File: config.mk
export PLATFORM = sky130hd
export DESIGN_NAME = pio_ports
export DESIGN_NICKNAME = d
export VERILOG_FILES = /design/src/core/pio_pkg.sv /design/src/core/pio_ports.sv
export SDC_FILE = /design/constraint.sdc
export NUM_CORES = 1
export LEC_CHECK = 0
export BUFFER_PORTS_ARGS = -buffer_cell sky130_fd_sc_hd__buf_2
export CAP_MARGIN = 5
export CORE_UTILIZATION = 45
export CTS_CLUSTER_DIAMETER = 120
export DETAILED_ROUTE_END_ITERATION = 8
export HOLD_SLACK_MARGIN = 0.08
export PLACE_DENSITY = 0.71
export SYNTH_ARGS = -nofsm -noshare
export SYNTH_HDL_FRONTEND = slang
export SYNTH_SLANG_ARGS = --single-unit
File: constraint.sdc
create_clock -name clk -period 5.1 [get_ports clk]
set_input_delay 0.51 -clock clk [delete_from_list [all_inputs] [get_ports clk]]
set_output_delay 0.51 -clock clk [all_outputs]
set_load 0.03 [all_outputs]
File: src/core/pio_pkg.sv
// Package: register map, field layout and state record of the parallel ports
//
// Function
// - Three 8-bit bidirectional ports, one input-only
// - Direction bit one drives pin, zero inputs
// - Reset clears every direction register
// - Direction registers read back last written value, but port C bit two reads one under clock select
// - Data write with direction zero: latch only
// - Data write with direction one: drives pin
// - Input bit read returns sampled pin
// - Output bit read returns the latch
// - Reset leaves data latches untouched
// - Wired-OR enable: high port B input pin requests interrupt
// - Clock select: pin two outputs clock, forced
// - Other port C pins stay ordinary
// - Clock select cleared by reset or by writing its bit zero
// - Control register upper nibble zero, resets zero
// - Input-only port has no direction register
// - Converter power bit selects analog pin use
// - Input-only port readable at any time
// - Data at 0x0-0x3, direction at 0x4-0x6
package pio_pkg;

  localparam int         PORT_W      = 8;
  localparam logic [7:0] IDX_PA      = 8'h00;
  localparam logic [7:0] IDX_PB      = 8'h01;
  localparam logic [7:0] IDX_PC      = 8'h02;
  localparam logic [7:0] IDX_PD      = 8'h03;
  localparam logic [7:0] IDX_DIR_A   = 8'h04;
  localparam logic [7:0] IDX_DIR_B   = 8'h05;
  localparam logic [7:0] IDX_DIR_C   = 8'h06;
  localparam logic [7:0] IDX_CLK_CTL = 8'h07;
  localparam logic [7:0] IDX_ADC_CTL = 8'h09;
  localparam logic [7:0] IDX_WOI_CTL = 8'h0A;
  localparam int         BIT_CLK_SEL = 3;
  localparam int         BIT_ADC_ON  = 5;
  localparam int         BIT_WIRED_OR_IRQ_ENABLE    = 0;
  localparam int         IDX_LSB     = 2;
  localparam int         IDX_MSB     = 9;
  localparam logic [7:0] CLK_PIN_MSK = 8'h04;
  localparam logic [7:0] DIR_RST     = 8'h00;
  localparam logic [7:0] BYTE_ZERO   = 8'h00;
  localparam logic [1:0] RESP_OKAY   = 2'h0;
  localparam logic [1:0] RESP_SLVERR = 2'h2;

  typedef struct packed {
    logic [2:0][7:0] dir;
    logic [2:0][7:0] lat;
    logic [3:0][7:0] s1;
    logic [3:0][7:0] s2;
    logic            clk_sel;
    logic            adc_on;
    logic            wired_or_irq_enable;
    logic            irq;
    logic            aw_got;
    logic [7:0]      aw_idx;
    logic            w_got;
    logic [7:0]      wd;
    logic            we0;
    logic            bvalid;
    logic [1:0]      bresp;
    logic            rvalid;
    logic [1:0]      rresp;
    logic [7:0]      rdata;
  } pio_state_type;

endpackage : pio_pkg

File: src/core/pio_ports.sv
// Parallel port block: three bidirectional ports, input-only port, AXI4-Lite slave
`timescale 1ns/1ps
module pio_ports
  import pio_pkg::*;
#(
  parameter int ADDR_W = 12
)
(
  input  wire logic              clk,
  input  wire logic              rstn,
  input  wire logic              ce,
  input  wire logic [ADDR_W-1:0] s_axi_awaddr,
  input  wire logic              s_axi_awvalid,
  output logic                   s_axi_awready,
  input  wire logic [31:0]       s_axi_wdata,
  input  wire logic [3:0]        s_axi_wstrb,
  input  wire logic              s_axi_wvalid,
  output logic                   s_axi_wready,
  output logic [1:0]             s_axi_bresp,
  output logic                   s_axi_bvalid,
  input  wire logic              s_axi_bready,
  input  wire logic [ADDR_W-1:0] s_axi_araddr,
  input  wire logic              s_axi_arvalid,
  output logic                   s_axi_arready,
  output logic [31:0]            s_axi_rdata,
  output logic [1:0]             s_axi_rresp,
  output logic                   s_axi_rvalid,
  input  wire logic              s_axi_rready,
  input  wire logic [7:0]        pa_i,
  output logic [7:0]             pa_o,
  output logic [7:0]             pa_oe_n,
  input  wire logic [7:0]        pb_i,
  output logic [7:0]             pb_o,
  output logic [7:0]             pb_oe_n,
  input  wire logic [7:0]        pc_i,
  output logic [7:0]             pc_o,
  output logic [7:0]             pc_oe_n,
  input  wire logic [7:0]        input_only_pins,
  output logic                   converter_power_on,
  output logic                   woi_req
);

  pio_state_type s_r;
  pio_state_type s_nxt;
  logic [2:0][7:0] dir_eff;
  logic [7:0]      clk_msk;
  logic [7:0]      ar_idx;
  logic [7:0]      rd_byte;
  logic            rd_ok;
  logic            wr_ok;
  logic            aw_hs;
  logic            w_hs;
  logic            ar_hs;

  assign clk_msk = s_r.clk_sel ? CLK_PIN_MSK : BYTE_ZERO;
  assign ar_idx  = s_axi_araddr[IDX_MSB:IDX_LSB];
  assign aw_hs   = s_axi_awvalid && s_axi_awready;
  assign w_hs    = s_axi_wvalid && s_axi_wready;
  assign ar_hs   = s_axi_arvalid && s_axi_arready;

  // Clock select forces pin two of port C to output
  assign dir_eff[0] = s_r.dir[0];
  assign dir_eff[1] = s_r.dir[1];
  assign dir_eff[2] = s_r.dir[2] | clk_msk;

  // Pin drivers, one per bidirectional port
  logic [2:0][7:0] drv;
  genvar gp;
  generate
    for (gp = 0; gp < 3; gp++)
    begin : g_pin
      assign drv[gp] = s_r.lat[gp] & dir_eff[gp];
    end
  endgenerate

  assign pa_o    = drv[0];
  assign pa_oe_n = ~dir_eff[0];
  assign pb_o    = drv[1];
  assign pb_oe_n = ~dir_eff[1];
  assign pc_o    = (drv[2] & ~clk_msk) | ({PORT_W{clk}} & clk_msk);
  assign pc_oe_n = ~dir_eff[2];

  assign converter_power_on = s_r.adc_on;
  assign woi_req            = s_r.irq;

  assign s_axi_awready = ce && !s_r.aw_got;
  assign s_axi_wready  = ce && !s_r.w_got;
  assign s_axi_bvalid  = s_r.bvalid;
  assign s_axi_bresp   = s_r.bresp;
  assign s_axi_arready = ce && !s_r.rvalid;
  assign s_axi_rvalid  = s_r.rvalid;
  assign s_axi_rresp   = s_r.rresp;
  assign s_axi_rdata   = {24'h00_0000, s_r.rdata};

  // Read decode: input bits show pin, output bits show latch
  always_comb
  begin
    rd_byte = BYTE_ZERO;
    rd_ok   = 1'b1;
    case (ar_idx)
      IDX_PA:      rd_byte = (s_r.lat[0] & dir_eff[0]) | (s_r.s2[0] & ~dir_eff[0]);
      IDX_PB:      rd_byte = (s_r.lat[1] & dir_eff[1]) | (s_r.s2[1] & ~dir_eff[1]);
      IDX_PC:      rd_byte = (s_r.lat[2] & dir_eff[2]) | (s_r.s2[2] & ~dir_eff[2]);
      IDX_PD:      rd_byte = s_r.s2[3];
      IDX_DIR_A:   rd_byte = s_r.dir[0];
      IDX_DIR_B:   rd_byte = s_r.dir[1];
      IDX_DIR_C:   rd_byte = dir_eff[2];
      IDX_CLK_CTL: rd_byte[BIT_CLK_SEL] = s_r.clk_sel;
      IDX_ADC_CTL: rd_byte[BIT_ADC_ON] = s_r.adc_on;
      IDX_WOI_CTL: rd_byte[BIT_WIRED_OR_IRQ_ENABLE] = s_r.wired_or_irq_enable;
      default:     rd_ok = 1'b0;
    endcase
  end

  // Write decode of the held address
  always_comb
  begin
    case (s_r.aw_idx)
      IDX_PA, IDX_PB, IDX_PC, IDX_PD, IDX_DIR_A, IDX_DIR_B, IDX_DIR_C,
      IDX_CLK_CTL, IDX_ADC_CTL, IDX_WOI_CTL: wr_ok = 1'b1;
      default:                               wr_ok = 1'b0;
    endcase
  end

  always_comb
  begin
    s_nxt    = s_r;
    s_nxt.s1 = {input_only_pins, pc_i, pb_i, pa_i};
    s_nxt.s2 = s_r.s1;
    s_nxt.irq = s_r.wired_or_irq_enable && |(s_r.s2[1] & ~s_r.dir[1]);
    if (aw_hs)
    begin
      s_nxt.aw_got = 1'b1;
      s_nxt.aw_idx = s_axi_awaddr[IDX_MSB:IDX_LSB];
    end
    if (w_hs)
    begin
      s_nxt.w_got = 1'b1;
      s_nxt.wd    = s_axi_wdata[7:0];
      s_nxt.we0   = s_axi_wstrb[0];
    end
    if (s_r.bvalid && s_axi_bready)
    begin
      s_nxt.bvalid = 1'b0;
    end
    // Commit once address and data are both held
    if (s_r.aw_got && s_r.w_got && !s_r.bvalid)
    begin
      s_nxt.aw_got = 1'b0;
      s_nxt.w_got  = 1'b0;
      s_nxt.bvalid = 1'b1;
      s_nxt.bresp  = wr_ok ? RESP_OKAY : RESP_SLVERR;
      if (s_r.we0)
      begin
        case (s_r.aw_idx)
          IDX_PA:      s_nxt.lat[0] = s_r.wd;
          IDX_PB:      s_nxt.lat[1] = s_r.wd;
          IDX_PC:      s_nxt.lat[2] = s_r.wd;
          IDX_DIR_A:   s_nxt.dir[0] = s_r.wd;
          IDX_DIR_B:   s_nxt.dir[1] = s_r.wd;
          IDX_DIR_C:   s_nxt.dir[2] = s_r.wd;
          IDX_CLK_CTL: s_nxt.clk_sel = s_r.wd[BIT_CLK_SEL];
          IDX_ADC_CTL: s_nxt.adc_on = s_r.wd[BIT_ADC_ON];
          IDX_WOI_CTL: s_nxt.wired_or_irq_enable = s_r.wd[BIT_WIRED_OR_IRQ_ENABLE];
          default:     s_nxt.we0 = s_r.we0;
        endcase
      end
    end
    if (s_r.rvalid && s_axi_rready)
    begin
      s_nxt.rvalid = 1'b0;
    end
    if (ar_hs)
    begin
      s_nxt.rvalid = 1'b1;
      s_nxt.rdata  = rd_byte;
      s_nxt.rresp  = rd_ok ? RESP_OKAY : RESP_SLVERR;
    end
    // Reset clears control state but keeps the data latches
    if (!rstn)
    begin
      s_nxt.dir     = {3{DIR_RST}};
      s_nxt.clk_sel = 1'b0;
      s_nxt.adc_on  = 1'b0;
      s_nxt.wired_or_irq_enable    = 1'b0;
      s_nxt.irq     = 1'b0;
      s_nxt.s1      = '0;
      s_nxt.s2      = '0;
      s_nxt.aw_got  = 1'b0;
      s_nxt.aw_idx  = BYTE_ZERO;
      s_nxt.w_got   = 1'b0;
      s_nxt.wd      = BYTE_ZERO;
      s_nxt.we0     = 1'b0;
      s_nxt.bvalid  = 1'b0;
      s_nxt.bresp   = RESP_OKAY;
      s_nxt.rvalid  = 1'b0;
      s_nxt.rresp   = RESP_OKAY;
      s_nxt.rdata   = BYTE_ZERO;
    end
  end

  always_ff @(posedge clk)
  begin
    if (!rstn || ce)
    begin
      s_r <= s_nxt;
    end
  end

  logic wr_fire;
  assign wr_fire = s_r.aw_got && s_r.w_got && !s_r.bvalid && s_r.we0 && ce;
endmodule : pio_ports

==> impl_metrics.csv <==
group,metric,value,unit
cts,clk_pin_slew,60,ps
worst_setup_path,r2r_start,"s_r[29]",
routing,dr.pass1.iters,6,
floorplan,rows,44,
floorplan,die_y,124,um
synth,yosys_register_bits,148,
floorplan,start_util,46.2,%
worst_setup_path,required,4590,ps
worst_setup_path,startpoint_type,"clock port",
finish,areaGrowthSynthToFinish,20.7,%
synth,post_synth_main_area_contributors,"edfxtp_1, and2_1, buf_4",
synth,yosys.area_share.simple,18.4,%
finish,nNetsFinal,755,
worst_setup_path,timing.rr.end,"s_r[119]",
routing,wirelength,15.0,mm
synth,yosysTopAreaCell,"edfxtp_1",
flow_run,max_cap_violations,0,
floorplan,io_pins,191,
synth,ys_seq_area_share,66.1,%
cts,cts_tree,"done",
synth,synth_ff_type,"edfxtp_1",
global_routing,antenna_found_initial,0,
power,power_density,395,nW/um2
worst_setup_path,reg2regPathDepth,4,
outcome,outcome,"complete, no violations",
timing,rsz0062_at_grt,"false",
routing,via_count,4410,
floorplan,die_w,124,um
routing,viasPerCell,5.18,
synth,synthTopCellsByCount,"edfxtp_1, and2_1, buf_4",
power,ir_drop,295,uV
worst_setup_path,critPathLaunch,"clk",
timing,hold_violations,0,
global_routing,grt_pass1_vias,4176,
global_routing,grt_max_degree,94,
worst_setup_path,cp.arrival,3150,ps
routing,drtAntennaViolNets,0,
synth,ys.warnings.count,0,
timing,skew,11.3,ps
worst_setup_path,worstSetupPathType,"clk2out",
worst_setup_path,reg2reg_slack,2770,ps
timing,tightest_slew,995,ps
routing,drc,0,
worst_setup_path,crit_fanout,2,
power,power.total,3200,uW
floorplan,die_area,15400,um2
synth,yosysMostFrequentCell,"edfxtp_1",
cts,cts_setup_buffers,0,
synth,ys_types,52,
worst_hold_path,min_path_type,"in2reg",
routing,drt_iter0_markers,493,
synth,synthCells,529,
timing,drv_slew,0,
synth,synth_top_area_share,65.8,%
power,cellLeakagePower,0.00330,uW
synth,synth_compound_area_share,7.37,%
cts,postCtsHoldBufs,0,
global_routing,grt_first_pass_wirelength,22.3,mm
synth,synth_top_family_by_area,"simple AND/OR/NAND/NOR gates",
worst_setup_path,endpoint,"pc_o[2]",
global_routing,grt_overflow_total,0,
finish,fillers,1219,
global_routing,grtUsageTotal,20.6,%
synth,synth_async_sr_flop_share,0,%
worst_setup_path,crit_path_end_kind,"output port",
synth,yosys.area_share.adder,0,%
timing,slew_headroom,33.4,%
synth,syn_avg_cell_area,12.7,um2
synth,syn_area,6710,um2
cts,clk_latency,530,ps
cts,cts-resized-gates,0,
placed_design,io_buffers,129,
finish,drive_above_1_share,25.8,%
synth,synth_mux_area_share,0.932,%
floorplan,fp.coreArea,14500,um2
timing,setup_viol,0,
placed_design,routabilityCongestion,0.876,
synth,synthXorXnorAreaFrac,0.261,%
finish,antenna_cells,0,
routing,avgRoutedWirePerCell,17.6,um
synth,synth_edf_count,147,
timing,fin_setup_tns,0,ps
placed_design,dpl.hpwl,10.6,mm
[cells in the final DEF (no fill, tap or decap), types with 6 or more instances in the layout]
cell and instances:
edfxtp_1 147, buf_2 129, and2_1 115, nand2_1 30, inv_1 30, conb_1 26, clkbuf_16 20, nor2b_1 19
o21ai_0 19, nor2_1 17, a21oi_1 15, nor4_1 6, bufinv_16 6
[sequential cells by signal, indices dropped and copies added (netlist names), named ones only]
signal	count
s_r	117
s_axi_rvalid	1
woi_req	1
s_axi_rresp	1
converter_power_on	1
s_axi_bresp	1
s_axi_rdata	8
dir_eff	16
s_axi_bvalid	1
[area by class of cell]
class / instances / area, um2 / share of cell area, %
multi-input combinational: 320 / 1910 / 23.6
clock inverter: 12 / 210 / 2.60
sequential: 148 / 4430 / 54.8
inverter: 31 / 116 / 1.44
timing repair buffer: 133 / 678 / 8.38
tap: 184 / 230 / 2.84
clock buffer: 23 / 513 / 6.34
[worst min-delay path by stage]
stage	from	end	depth (start not counted)
after floorplan	s_r[16]	s_r[102]	0
after global placement	s_r[22]	s_r[124]	0
after detailed placement	s_r[22]	s_r[108]	0
after CTS	pc_i[1]	s_r[86]	2
after global routing	pa_i[4]	s_r[73]	2
final	pc_i[1]	s_r[86]	2
[per-stage QoR]
stage	std cells	setup WS (ps)	util (%)	cell area (um2)	hold slack, ps
6_report	851	1440	55.7	8100	259
5_1_grt	851	1390	55.7	8100	256
4_1_cts	851	1390	55.7	8100	244
3_5_place_dp	817	1770	50.8	7380	473
3_3_place_gp	817	1770	50.8	7380	476
2_1_floorplan	554	1680	-	6800	455
[worst max-delay path: stages]
cell and delay, ps:
clkbuf_16 120, clkbuf_16 130, nand2_1 50, o21ai_0 100, buf_2 200
[where the power goes]
part	switching, uW	internal [uW]	leakage (uW)
Combinational	171	83.8	0.00143
Sequential	36.8	1420	0.00153
Clock	478	1010	0.000348
Total	685	2520	0.00330
[layer usage]
layer	track usage (%)	vias to the layer above	part of all wire [%]	wire length, um
met5	0	-	0	0
met4	11.2	0	2.7	404
met3	5.63	33	9.0	1350
met2	31.6	258	48	7170
met1	26.6	2048	40	6050
li1	-	2071	-	-
[cell families after synthesis]
kind of cell / after synthesis
compound gates: 74
xor+xnor: 2
buf+inv: 86
flops: 148
mux: 5
other cells: 1
simple gates: 213
Power figures use the tool's default switching activity.
